### src/rtl/fip_pkg.sv
// shared constants, types and timing for the flash identification / protection host
package fip_pkg;
   localparam int ADDR_W = 20;
   localparam int DATA_W = 16;
   localparam int NUM_SECT = 35;
   localparam int CLK_NS = 5;
   localparam int ACC_NS = 70;
   localparam int WE_NS = 35;
   localparam int HV_SETUP_NS = 4000;
   localparam int RST_PULSE_NS = 500;
   localparam int ACC_CYC = (ACC_NS + CLK_NS - 1) / CLK_NS;
   localparam int WE_CYC = (WE_NS + CLK_NS - 1) / CLK_NS;
   localparam int HV_CYC = (HV_SETUP_NS + CLK_NS - 1) / CLK_NS;
   localparam int RST_CYC = (RST_PULSE_NS + CLK_NS - 1) / CLK_NS;
   localparam int CNT_W = 12;
   localparam logic [ADDR_W-1:0] UNLOCK_A1 = 20'h0_0555;
   localparam logic [ADDR_W-1:0] UNLOCK_A2 = 20'h0_02AA;
   localparam logic [ADDR_W-1:0] SEC_BASE = 20'hF_8000;
   localparam logic [6:0] ESN_LAST = 7'h07;
   localparam int SECT_LSB = 12;
   localparam int A6_POS = 6;
   localparam int IND_LOCK_BIT = 7;
   localparam int PROT_BIT = 0;
   localparam logic [7:0] IND_LOCKED = 8'h83;
   localparam logic [7:0] IND_OPEN = 8'h03;
   localparam logic [7:0] PROT_NO = 8'h00;
   localparam logic [7:0] PROT_YES = 8'h01;

   typedef enum logic [3:0] {
      OP_READ, OP_WRITE, OP_ID_HV, OP_ID_CMD, OP_SEC_ENTER, OP_SEC_EXIT,
      OP_SEC_READ, OP_PROT_WR, OP_UNPROT_WR, OP_HW_RESET
   } fip_op_e;

   // A6, A1, A0 pattern of each item
   typedef enum logic [2:0] {
      ID_MAKER = 3'b000, ID_DEVICE = 3'b001, ID_PROT = 3'b010, ID_SECIND = 3'b101
   } fip_item_e;

   typedef enum logic [2:0] {
      S_IDLE = 3'b000, S_SETUP = 3'b001, S_STROBE = 3'b011, S_HOLD = 3'b010,
      S_DONE = 3'b110, S_RSTP = 3'b111
   } fip_state_e;

   typedef struct packed {
      logic wr;
      logic [ADDR_W-1:0] addr;
      logic [DATA_W-1:0] data;
      logic last;
   } fip_step_s;

   typedef struct packed {
      logic [ADDR_W-1:0] addr;
      logic [DATA_W-1:0] dq_o;
      logic dq_oe;
      logic ce_n;
      logic oe_n;
      logic we_n;
      logic reset_n;
      logic reset_hv;
      logic a9_hv;
   } fip_pins_s;
endpackage

### src/rtl/fip_host.sv
// host controller driving the flash identification, protection and secured region pins
//
// Notes on behaviour
// - elevated voltage on the address pin held through the whole high-voltage read.
// - A6, A1, A0 pick maker, device, protection state or secured-region indicator.
// - protection read puts sector on top bits; 00h unprotected, 01h protected.
// - before first unprotect write every sector must already be protected.
// - protect and unprotect use elevated reset pin and ordinary bus cycles.
`timescale 1ns/100ps
`default_nettype none
module fip_host
   import fip_pkg::*;
#(
   parameter logic [7:0] CMD_UNLK1 = 8'h11,
   parameter logic [7:0] CMD_UNLK2 = 8'h22,
   parameter logic [7:0] CMD_AUTOSEL = 8'h33,
   parameter logic [7:0] CMD_RESET = 8'h44,
   parameter logic [7:0] CMD_SEC_ENTER = 8'h55,
   parameter logic [7:0] CMD_SEC_EXIT = 8'h66,
   parameter logic [7:0] CMD_BYPASS = 8'h77,
   parameter logic ESN_ONLY = 1'b1
) (
   input wire logic CORE_CLK,
   input wire logic SRST,
   input wire logic REQ,
   output logic READY,
   input wire fip_pkg::fip_op_e OP,
   input wire fip_pkg::fip_item_e ITEM,
   input wire logic [fip_pkg::ADDR_W-1:0] ADDR,
   input wire logic [fip_pkg::DATA_W-1:0] WDATA,
   input wire logic [5:0] SECTOR,
   input wire logic BYTE_MODE,
   input wire logic ACC_REQ,
   input wire logic TEMP_UNPROT,
   output logic DONE,
   output logic ERR,
   output logic [fip_pkg::DATA_W-1:0] RDATA,
   output logic SECURED,
   output logic FACTORY_LOCKED,
   output logic [fip_pkg::NUM_SECT-1:0] PROT_MAP,
   output logic [fip_pkg::ADDR_W-1:0] F_ADDR,
   input wire logic [fip_pkg::DATA_W-1:0] F_DQ_I,
   output logic [fip_pkg::DATA_W-1:0] F_DQ_O,
   output logic F_DQ_OE,
   output logic F_CE_N,
   output logic F_OE_N,
   output logic F_WE_N,
   output logic F_RESET_N,
   output logic F_RESET_HV_EN,
   output logic F_A9_HV_EN,
   output logic F_BYTE_N,
   output logic F_ACC_EN
);
   import fip_pkg::*;
   typedef struct packed {
      fip_state_e st;
      fip_op_e op;
      fip_item_e item;
      logic [2:0] step;
      logic [CNT_W-1:0] cnt;
      logic [ADDR_W-1:0] addr;
      logic [DATA_W-1:0] wdata;
      logic [5:0] sector;
      logic [DATA_W-1:0] rdata;
      logic done;
      logic err;
      logic secured;
      logic locked;
      logic [NUM_SECT-1:0] prot;
      logic [DATA_W-1:0] s1, s2, s3;
      fip_pins_s pin;
   } fip_state_s;

   fip_state_s r, next_r;
   function automatic fip_step_s step_of(fip_op_e op, logic [2:0] i, logic [ADDR_W-1:0] a,
                                         logic [DATA_W-1:0] d, fip_item_e it);
      fip_step_s s;
      logic [ADDR_W-1:0] ida;
      s = '0;
      ida = '0;
      ida[ADDR_W-1:SECT_LSB] = a[ADDR_W-1:SECT_LSB];
      ida[A6_POS] = it[2];
      ida[1:0] = it[1:0];
      case (i)
         3'd0: s = '{1'b1, UNLOCK_A1, {8'h00, CMD_UNLK1}, 1'b0};
         3'd1: s = '{1'b1, UNLOCK_A2, {8'h00, CMD_UNLK2}, 1'b0};
         default: s = '{1'b1, '0, {8'h00, CMD_RESET}, 1'b1};
      endcase
      unique case (op)
         OP_READ: s = '{1'b0, a, '0, 1'b1};
         OP_SEC_READ: s = '{1'b0, SEC_BASE | {13'h0000, a[6:0]}, '0, 1'b1};
         OP_WRITE, OP_PROT_WR, OP_UNPROT_WR: s = '{1'b1, a, d, 1'b1};
         OP_ID_HV: s = '{1'b0, ida, '0, 1'b1};
         OP_ID_CMD: begin
            if (i == 3'd2) begin
               s = '{1'b1, UNLOCK_A1, {8'h00, CMD_AUTOSEL}, 1'b0};
            end else if (i == 3'd3) begin
               s = '{1'b0, ida, '0, 1'b0};
            end
         end
         OP_SEC_ENTER, OP_SEC_EXIT: begin
            if (i == 3'd2) begin
               s = '{1'b1, UNLOCK_A1,
                     {8'h00, (op == OP_SEC_ENTER) ? CMD_SEC_ENTER : CMD_SEC_EXIT}, 1'b1};
            end
         end
         default: s = '{1'b0, '0, '0, 1'b1};
      endcase
      return s;
   endfunction

   fip_step_s cur;
   logic is_id, refuse, hv_op;
   always_comb begin
      cur = step_of(r.op, r.step, r.addr, r.wdata, r.item);
      is_id = (r.op == OP_ID_HV) || (r.op == OP_ID_CMD);
      hv_op = (r.op == OP_ID_HV);
      // unprotect only once every sector reads protected, never while secured mode is on
      refuse = ((OP == OP_UNPROT_WR) && (!(&r.prot) || r.secured))
         || (r.secured && (OP == OP_WRITE) && (WDATA[7:0] == CMD_BYPASS))
         || ((OP == OP_SEC_READ) && ESN_ONLY && r.locked && (ADDR[6:0] > ESN_LAST));
      next_r = r;
      next_r.done = 1'b0;
      next_r.s1 = F_DQ_I;
      next_r.s2 = r.s1;
      next_r.s3 = r.s2;
      next_r.pin.reset_hv = TEMP_UNPROT
         || ((r.st != S_IDLE) && ((r.op == OP_PROT_WR) || (r.op == OP_UNPROT_WR)));
      unique case (r.st)
         S_IDLE: begin
            if (REQ && refuse) begin
               next_r.done = 1'b1;
               next_r.err = 1'b1;
            end else if (REQ) begin
               next_r.op = OP;
               next_r.item = ITEM;
               next_r.addr = ADDR;
               next_r.wdata = WDATA;
               next_r.sector = SECTOR;
               next_r.step = '0;
               next_r.err = 1'b0;
               if (OP == OP_HW_RESET) begin
                  next_r.st = S_RSTP;
                  next_r.cnt = CNT_W'(RST_CYC);
                  next_r.pin.reset_n = 1'b0;
               end else begin
                  next_r.st = S_SETUP;
                  // hold the elevated level long enough to settle before strobing
                  next_r.cnt = (OP == OP_ID_HV) ? CNT_W'(HV_CYC) : CNT_W'(1);
                  next_r.pin.a9_hv = (OP == OP_ID_HV);
               end
            end
         end
         S_SETUP: begin
            next_r.pin.ce_n = 1'b0;
            next_r.pin.addr = cur.addr;
            next_r.pin.dq_o = cur.data;
            next_r.pin.dq_oe = cur.wr;
            next_r.cnt = r.cnt - CNT_W'(1);
            if (r.cnt == CNT_W'(1)) begin
               next_r.st = S_STROBE;
               next_r.cnt = cur.wr ? CNT_W'(WE_CYC) : CNT_W'(ACC_CYC);
               next_r.pin.we_n = !cur.wr;
               next_r.pin.oe_n = cur.wr;
            end
         end
         S_STROBE: begin
            if (r.cnt > CNT_W'(1)) begin
               next_r.cnt = r.cnt - CNT_W'(1);
            end else if (cur.wr || (r.s2 == r.s3)) begin
               if (!cur.wr) begin
                  next_r.rdata = is_id ? {8'h00, r.s3[7:0]} : r.s3;
               end
               next_r.pin.we_n = 1'b1;
               next_r.pin.oe_n = 1'b1;
               next_r.st = S_HOLD;
            end
         end
         S_HOLD: begin
            next_r.pin.ce_n = 1'b1;
            next_r.pin.dq_oe = 1'b0;
            if (cur.last) begin
               next_r.st = S_DONE;
               next_r.pin.a9_hv = 1'b0;
            end else begin
               next_r.step = r.step + 3'd1;
               next_r.cnt = CNT_W'(1);
               next_r.st = S_SETUP;
            end
         end
         S_DONE: begin
            next_r.st = S_IDLE;
            next_r.done = 1'b1;
            if (r.op == OP_SEC_ENTER) next_r.secured = 1'b1;
            if (r.op == OP_SEC_EXIT) next_r.secured = 1'b0;
            if (is_id && (r.item == ID_PROT)) begin
               next_r.prot[r.sector] = r.rdata[PROT_BIT];
               next_r.err = (r.rdata[7:0] != PROT_NO) && (r.rdata[7:0] != PROT_YES);
            end
            if (is_id && (r.item == ID_SECIND)) begin
               next_r.locked = r.rdata[IND_LOCK_BIT];
               next_r.err = (r.rdata[7:0] != IND_LOCKED) && (r.rdata[7:0] != IND_OPEN);
            end
         end
         S_RSTP: begin
            next_r.cnt = r.cnt - CNT_W'(1);
            if (r.cnt == CNT_W'(1)) begin
               next_r.pin.reset_n = 1'b1;
               next_r.secured = 1'b0;
               next_r.st = S_DONE;
            end
         end
         default: next_r.st = S_IDLE;
      endcase
   end
   always_ff @(posedge CORE_CLK) begin
      if (SRST) begin
         r <= '0;
         r.st <= S_IDLE;
         r.pin.ce_n <= 1'b1;
         r.pin.oe_n <= 1'b1;
         r.pin.we_n <= 1'b1;
         r.pin.reset_n <= 1'b1;
      end else begin
         r <= next_r;
      end
   end
   assign READY = (r.st == S_IDLE);
   assign DONE = r.done;
   assign ERR = r.err;
   assign RDATA = r.rdata;
   assign SECURED = r.secured;
   assign FACTORY_LOCKED = r.locked;
   assign PROT_MAP = r.prot;
   assign F_ADDR = r.pin.addr;
   assign F_DQ_O = r.pin.dq_o;
   assign F_DQ_OE = r.pin.dq_oe;
   assign F_CE_N = r.pin.ce_n;
   assign F_OE_N = r.pin.oe_n;
   assign F_WE_N = r.pin.we_n;
   assign F_RESET_N = r.pin.reset_n;
   assign F_RESET_HV_EN = r.pin.reset_hv;
   assign F_A9_HV_EN = r.pin.a9_hv;
   assign F_BYTE_N = !BYTE_MODE;
   assign F_ACC_EN = ACC_REQ && !r.secured;
endmodule
`default_nettype wire

### config.mk
export PLATFORM = sky130hd
export DESIGN_NAME = fip_host
export DESIGN_NICKNAME = d
export VERILOG_FILES = /design/src/rtl/fip_pkg.sv /design/src/rtl/fip_host.sv
export SDC_FILE = /design/constraint.sdc
export NUM_CORES = 1
export LEC_CHECK = 0
export ABC_AREA = 1
export BUFFER_PORTS_ARGS = -buffer_cell sky130_fd_sc_hd__buf_2
export CAP_MARGIN = 5
export CORE_AREA = 2 2 137 139
export CTS_BUF_LIST = sky130_fd_sc_hd__clkbuf_4
export DETAILED_ROUTE_END_ITERATION = 10
export DIE_AREA = 0 0 139 141
export GPL_ROUTABILITY_DRIVEN = 0
export GPL_TIMING_DRIVEN = 0
export HOLD_SLACK_MARGIN = 0.12
export PLACE_DENSITY = 0.82
export SLEW_MARGIN = 30
export SYNTH_ARGS = -nofsm -noshare
export SYNTH_HDL_FRONTEND = slang
export SYNTH_SLANG_ARGS = --single-unit
### constraint.sdc
create_clock -name CORE_CLK -period 3.7 [get_ports CORE_CLK]
set_clock_uncertainty 0.2 [all_clocks]
set_input_delay 0.74 -clock CORE_CLK [delete_from_list [all_inputs] [get_ports CORE_CLK]]
set_output_delay 0.74 -clock CORE_CLK [all_outputs]
set_load 0.01 [all_outputs]
; Word level (Yosys, flattened, before mapping)
; Cells that the tools add are included.
[word_totals]
regBits = 213
in_bits = 71
output_inout_bits = 101
wordCells = 181
[classes]
n_addsub = 2
order_cmp = 4
n_eq_ne = 43
mux = 52
bitwise = 3
reduce_logical = 51
[op_table]
columns = op, n
row1 = $pmux W38 S6, 1
row2 = $mux W67, 2
row3 = $mux W38, 2
row4 = $pmux W12 S5, 1
row5 = $pmux W28 S2, 1
row6 = $bwmux W35, 1
row7 = $reduce_and A35 Y1, 1
row8 = $mux W28, 1
row9 = $mux W12, 2
row10 = $eq A4 B3 Y1 const B, 5
row11 = $mux W10, 2
row12 = $ne A2 B2 Y1 const B, 10
row13 = $mux W3, 6
row14 = $mux W1, 17
row15 = $eq A16 B16 Y1, 1
row16 = $mux W16, 1
row17 = $eq A3 B2 Y1 const B, 5
row18 = $mux W15, 1
row19 = $pmux W3 S5, 1
row20 = $reduce_and A5 Y1, 3
row21 = $logic_and A1 B1 Y1, 13
row22 = $eq A12 B1 Y1 const B, 1
row23 = $eq A4 B2 Y1 const B, 3
row24 = $eq A4 B4 Y1 const B, 3
row25 = 38 further kinds, 71

; Depth between registers and ports, before layout
; Gate-level depths: netlist of the first run.
[depth]
ltp_word = 9
ltp_mapped = 14
ltp_nobuf = 14

; Worst setup path before layout of the first run
; OpenSTA, ideal clock, no wires.
[synth_path]
path_kind = input -> register
start = input OP[0]
end = register r[146] in the netlist's numbering
setup_time_ps = 128
arrival_ps = 1766
required_ps = 3372
path_slack_ps = 1605
cell_stages = 10
n_path_buf = 1
path_cell_list = inv_1 > nor2_1 > nand4_1 > nor2_1 > nor2_1 > nand3_1 > inv_2 > nand2_1 > clkbuf_1 > a21oi_1
[synth_via]
elab_chain_len = 8
elab_cells_between_ends = 13
cone_classes = eq/ne: 3 / bitwise: 1 / reduce/logical: 9
[synth_rtl]
columns = element, line_no
row1 = from (decl), fip_host.sv:27  ; input wire fip_pkg::fip_op_e OP,
row2 = $eq A4 B1 Y1, fip_host.sv:120  ; || (r.secured && (OP == OP_WRITE) && (WDATA[7:0] == CMD_BYPASS))
row3 = $logic_and A1 B1 Y1 (2 in series), fip_host.sv:120
row4 = $logic_or A1 B1 Y1, fip_host.sv:120
row5 = $logic_or A1 B1 Y1 (*), fip_host.sv:121  ; || ((OP == OP_SEC_READ) && ESN_ONLY && r.locked && (ADDR[6:0] > ESN_LAST));
row6 = $logic_and A1 B1 Y1 (*), fip_host.sv:131  ; if (REQ && refuse) begin
row7 = $not A1 Y1 (no source line) (*), -
row8 = $reduce_and A3 Y1 (no source line) (*), -
row9 = to (signal assigned), fip_host.sv:225  ; r <= next_r;
row10 = to (decl), fip_host.sv:74  ; fip_state_s r, next_r;
; Every way passes the cells marked *; elsewhere a longest branch is shown, timed or not.
; A chain may end at the register's enable or synchronous reset.

; Worst setup path in the final report of the first run
[layout_path]
start = register r[211] in the netlist's numbering
end = output READY
[layout_via]
elab_chain_len = 1
[layout_rtl]
columns = element, line_no
row1 = $logic_not A3 Y1, fip_host.sv:228  ; assign READY = (r.st == S_IDLE);
row2 = to (decl), fip_host.sv:26  ; output logic READY,
; Every way passes these cells.

==> flow_summary.json, run 1 <==
{
  "status": "complete, no violations",
  "setup_viol": 0,
  "io_pins": 172,
  "final_area_um2": 12080,
  "grt_max_degree": 16,
  "max_stage_delay_ps": 520,
  "final_cell_mix": "253 x nand2_1, 213 x dfxtp_1, 182 x buf_2, 153 x a21oi_1, 148 x inv_1",
  "wl_per_cell_um": 14.17,
  "dp_slack_ps": 1032,
  "htreeDepth": 2,
  "syn_area_per_cell_um2": 7.302,
  "synthCells": 1352,
  "period_share_pct": 87.43,
  "finalHoldViolations": 0,
  "rsz0062_at_grt": "no",
  "cts_resized": 0,
  "nFillCells": 1541,
  "ys.warnings.count": 0,
  "ys_types": 40,
  "cts_tree": "yes",
  "drcViolationCount": 0,
  "grt_overflow": 0,
  "grt_pass1_vias": 9031,
  "die_h_um": 141,
  "routed_wl_um": 26800,
  "worstSetupEndpointType": "primary output",
  "synth_area_um2": 9872,
  "whs_path_depth": 3,
  "nets": 1690,
  "placed_area_um2": 11020,
  "slew_violations": 0,
  "grt_pass1_wl_um": 42570,
  "io_buffers": 171,
  "cp_common_cell": "nor2_1",
  "tightest_slew_ps": 805.5,
  "setup_ws_ps": 465.3,
  "die_area_um2": 19600,
  "layout_commonest_cell": "nand2_1",
  "cts_made_buffers": 53,
  "multi_input_area_um2": 4099,
  "fin_tns_setup_ps": 0,
  "groute.usage.overall_pct": 26.42,
  "seq_area_frac_synth_pct": 43.19,
  "clk_latency_ps": 690,
  "syn_nets": 1430,
  "timing.fmax_ghz": 0.3091,
  "synth_seq_cells": 213,
  "drtAntennaViolNets": 0,
  "path_class": "flip-flop to primary output",
  "core_area_um2": 18270,
  "cts_root_buffer": "clkbuf_4",
  "via_per_inst": 5.092,
  "finalCriticalPeriod_ps": 3235,
  "clk_pin_slew_worst_paths_ps": 70,
  "fp.dieW_um": 139,
  "dr.pass1.iters": 8,
  "worst_hold_slack_ps": 150.3,
  "dp_hpwl_um": 18930,
  "grt_antenna_before_repair": 6,
  "worstRegToRegCells": 13,
  "cts_num_sinks": 213,
  "cpMaxStageDelayCell": "clkbuf_1",
  "power.total_mw": 7.268,
  "cts.path.max_buffers": 3,
  "drtIter0Drc": 664,
  "max-vdd-ir-drop_v": 0.0003145,
  "drive_gt1_share_pct": 26.30,
  "cellPowerDensity_nw_per_um2": 601.8,
  "cp_max_fo": 10,
  "cap_viol_max_count": 0,
  "crit_chain": "nor2_1 > inv_1 > nor2_1 > clkbuf_1 > buf_2",
  "regArea_um2": 4264,
  "rows": 50,
  "routed-via-count": 9635,
  "start_kind": "flip-flop",
  "required_ps": 2760,
  "initial_core_util_pct": 54.04,
  "leakage_nw": 5.695,
  "hold_path_class": "input port to flip-flop",
  "area_growth_pct": 22.34,
  "worstPathArrival_ps": 2290,
  "slew_headroom_pct": 46.30
}
==> critical path, delay by kind of cell (launching register included) <==
| kind | cells | cell delay, ps |
|---|---|---|
| flops | 1 | 370 |
| simple gates | 2 | 420 |
| buf+inv | 3 | 830 |
==> kinds of logic (layout without fill, tap and decap cells) <==
logic type	Yosys count	in the layout	synth area share, %
buffers and inverters	303	605	15.29
adders and majority gates	7	7	0.8872
DFF	213	213	43.19
and+or+nand+nor	545	545	24.50
xor gates and xnor gates	10	10	0.8873
AOI/OAI and AO/OA	274	274	15.25
other	0	4	0
==> final timing paths <==
| kind | slack [ps] | startpoint | end |
|---|---|---|---|
| hold reg to reg | 200 | next_r[73] | next_r[57] |
| hold / removal | 150 | ADDR[17] | r[185] |
| setup / recovery | 470 | r[211] | READY |
| setup reg to reg | 1340 | SECURED | r[155] |
==> per-stage QoR <==
stage | utilization, % | std cells
after global placement | 60.33 | 1757
after floorplan | - | 1352
final | 66.12 | 1892
after CTS | 66.06 | 1888
after global routing | 66.10 | 1891
after detailed placement | 60.33 | 1757
==> repair_timing <==
item,in CTS,in global routing
endpoints found under the hold margin,34,0
hold buffers,34,0
endpoints found under the setup margin,0,0
setup buffers,0,0
==> synth_stat cells (all sizes together) <==
library cell	number	area (µm²)
a211o	1	8.760
a21boi	1	7.510
a21oi	153	765.7
a31o	1	8.760
a31oi	4	25.02
and3	1	6.260
buf	106	768.2
clkbuf	31	117.6
clkinv	1	3.750
dfxtp	213	4264
ha	7	87.58
inv	165	619.3
nand2	257	974.7
nand3	65	337.8
nand3b	1	7.510
nand4	9	56.30
nor2	178	778.2
nor3	30	220.2
nor3b	1	18.77
nor4	1	6.260
o211ai	13	97.59
o21a	32	240.2
o21ai	67	339.1
o22ai	2	12.51
or2	2	12.52
xnor2	3	26.28
xor2	7	61.31
==> final cells by class <==
type | instances | share of cell area, %
diodes | 4 | 0.08288
plain buffers | 137 | 7.335
well taps | 234 | 2.424
clock inverters | 22 | 1.191
inverters | 166 | 5.159
flip-flops and latches | 213 | 35.31
repair buffers | 205 | 9.904
clock buffers | 75 | 4.662
multi-input cells | 836 | 33.94
==> power by group <==
part,leakage (nW),total (mW),internal [mW],switching (mW)
logic,3.54,2.43,0.800,1.63
clock network,0.415,2.06,1.08,0.982
registers,1.74,2.78,2.58,0.201
==> registers in the layout (all words and copies together) (netlist names), 16 cells and up <==
signal / count
F_DQ_O: 16
F_ADDR: 20
next_r: 32
PROT_MAP: 35
r: 83
RDATA: 16
==> per-layer routing <==
layer	global-route usage, %	up-vias	routed length [µm]
met5	0	-	26
met4	12.44	4	1038
met3	6.284	91	2146
met2	44.91	430	12800
met1	31.73	4320	10790
li1	-	4790	-
Power figures use the tool's default switching activity.
==> run 2, diff against run 1 <==
--- a/config.mk
+++ b/config.mk
@@ -8,14 +8,16 @@
 export ABC_AREA = 1
 export BUFFER_PORTS_ARGS = -buffer_cell sky130_fd_sc_hd__buf_2
 export CAP_MARGIN = 5
-export CORE_AREA = 2 2 137 139
+export CELL_PAD_IN_SITES_DETAIL_PLACEMENT = 0
+export CELL_PAD_IN_SITES_GLOBAL_PLACEMENT = 1
+export CORE_AREA = 2 2 152 154
 export CTS_BUF_LIST = sky130_fd_sc_hd__clkbuf_4
 export DETAILED_ROUTE_END_ITERATION = 10
-export DIE_AREA = 0 0 139 141
+export DIE_AREA = 0 0 154 156
 export GPL_ROUTABILITY_DRIVEN = 0
 export GPL_TIMING_DRIVEN = 0
 export HOLD_SLACK_MARGIN = 0.12
-export PLACE_DENSITY = 0.82
+export PLACE_DENSITY = 0.9
 export SLEW_MARGIN = 30
 export SYNTH_ARGS = -nofsm -noshare
 export SYNTH_HDL_FRONTEND = slang
==> flow_summary.json, run 2 (synthesis results as in run 1) <==
{
  "cp_max_fo": 10,
  "io_buffers": 171,
  "finalHoldViolations": 0,
  "htreeDepth": 2,
  "wl_per_cell_um": 13.74,
  "power.internal_mw": 4.346,
  "seq_power_share_pct": 39.4,
  "cellPowerDensity_nw_per_um2": 589.4,
  "period_share_pct": 83.89,
  "layout_commonest_cell": "nand2_1",
  "cts.path.max_buffers": 3,
  "grt_overflow": 0,
  "cts_root_buffer": "clkbuf_4",
  "cts_tree": "yes",
  "final_cell_mix": "253 x nand2_1, 213 x dfxtp_1, 182 x buf_2, 153 x a21oi_1, 148 x inv_1",
  "slew_headroom_pct": 48.27,
  "grt_max_degree": 15,
  "start_kind": "flip-flop",
  "routed-via-count": 9156,
  "power.total_mw": 7.030,
  "setup_viol": 0,
  "largest_reg_flops": 83,
  "rows": 55,
  "leakage_nw": 5.604,
  "groute.usage.overall_pct": 21.91,
  "max-vdd-ir-drop_v": 0.0002263,
  "place_inst": 1808,
  "worstSetupEndpointType": "primary output",
  "io_pins": 172,
  "dp_hpwl_um": 19730,
  "finalCriticalPeriod_ps": 3104,
  "p_switching_mw": 2.685,
  "die_h_um": 156,
  "rsz0062_at_grt": "no",
  "clk_latency_ps": 660,
  "area_growth_pct": 20.82,
  "routed_wl_um": 26370,
  "cts_num_sinks": 213,
  "path_class": "flip-flop to primary output",
  "slew_violations": 0,
  "holdCritStartpoint": "WDATA[12]",
  "hold_path_class": "input port to flip-flop",
  "status": "complete, no violations",
  "tightest_slew_ps": 776.0,
  "reg2reg_from": "SECURED",
  "core_area_um2": 22370,
  "die_area_um2": 24020,
  "worst_hold_slack_ps": 159.6,
  "combinationalPowerShare_pct": 33.9,
  "grt_pass1_wl_um": 42570,
  "cap_viol_max_count": 0,
  "nets": 1677,
  "drtAntennaViolNets": 0,
  "worstPathArrival_ps": 2160,
  "layout.cells.non_filler": 1919,
  "fp.dieW_um": 154,
  "dr.pass1.iters": 5,
  "crit_path_start": "r[211]",
  "clk_pin_slew_worst_paths_ps": 70,
  "timing.fmax_ghz": 0.3222,
  "cts_made_buffers": 54,
  "largest-register": "r",
  "drive_gt1_share_pct": 26.83,
  "initial_core_util_pct": 44.14,
  "final_area_um2": 11930,
  "p_clk_share_pct": 26.7,
  "drcViolationCount": 0,
  "fin_tns_setup_ps": 0,
  "required_ps": 2760,
  "grt_pass1_vias": 8733,
  "placed_area_um2": 11080,
  "grt_antenna_before_repair": 6,
  "via_per_inst": 4.771,
  "nFillCells": 2254,
  "drtIter0Drc": 469,
  "switching_share_pct": 38.19
}
-- run 2: cell count changes in the layout (fill, tap and decap cells not counted), sizes merged --
cell         previous run  this run
clkbuf                106       112
diode                   4         5
dlygate4sd3            34        20
bufinv                  2         0
clkinv                 20         4
clkinvlp                0         1
-- run 2: layout make-up --
class	count	area, µm²	area share, %
buffer	137	885.9	7.427
antenna	5	12.51	0.1049
multi-input combinational	836	4099	34.36
clock buffer	81	608.1	5.098
inverter	166	623.1	5.224
clock inverter	5	22.52	0.1888
sequential	213	4264	35.75
timing repair buffer	191	1056	8.853
tap	285	356.6	2.990
-- run 2: worst max-delay path: stages, from the launching register on --
cell and delay [ps]:
dfxtp_1 370, nor2_1 100, inv_1 50, nor2_1 290
clkbuf_1 470, buf_2 230
-- run 2: power by group through the flow --
stage / Sequential [mW] / Combinational, mW / Clock [mW]
2_1_floorplan: 2.78 / 1.72 / 0
3_3_place_gp: 2.81 / 2.34 / 0
3_5_place_dp: 2.82 / 2.36 / 0
4_1_cts: 2.77 / 2.39 / 1.93
5_1_grt: 2.81 / 2.69 / 2.06
6_report: 2.77 / 2.38 / 1.87
-- run 2: stage by stage --
step	setup WS (ps)	utilization, %
after global routing	446.8	53.31
after floorplan	1605	-
after CTS	585.0	53.23
final	596.2	53.33
after global placement	1015	49.56
after detailed placement	995.8	49.56
-- run 2: routing by layer --
| layer | part of all wire (%) | vias up | wire [µm] | global-route usage (%) |
|---|---|---|---|---|
| li1 | - | 4756 | - | - |
| met1 | 44 | 4094 | 11500 | 27.07 |
| met2 | 47 | 258 | 12390 | 37.26 |
| met3 | 7.4 | 46 | 1951 | 5.667 |
| met4 | 1.9 | 2 | 507 | 7.343 |
| met5 | 0.042 | - | 11 | 0 |
-- run 2: worst paths after layout --
path	endpoint	slack, ps	cells after the start
worst max-delay path	READY	600	5
worst min-delay path	r[164]	160	3
worst max register to register	r[155]	1220	14
worst min register to register	next_r[53]	190	2
-- run 2: what timing repair did --
item | in CTS | in global routing
endpoints found under the hold margin | 19 | 1
setup buffers | 0 | 0
endpoints found under the setup margin | 0 | 0
resized for setup | 0 | 0
hold buffers | 19 | 1
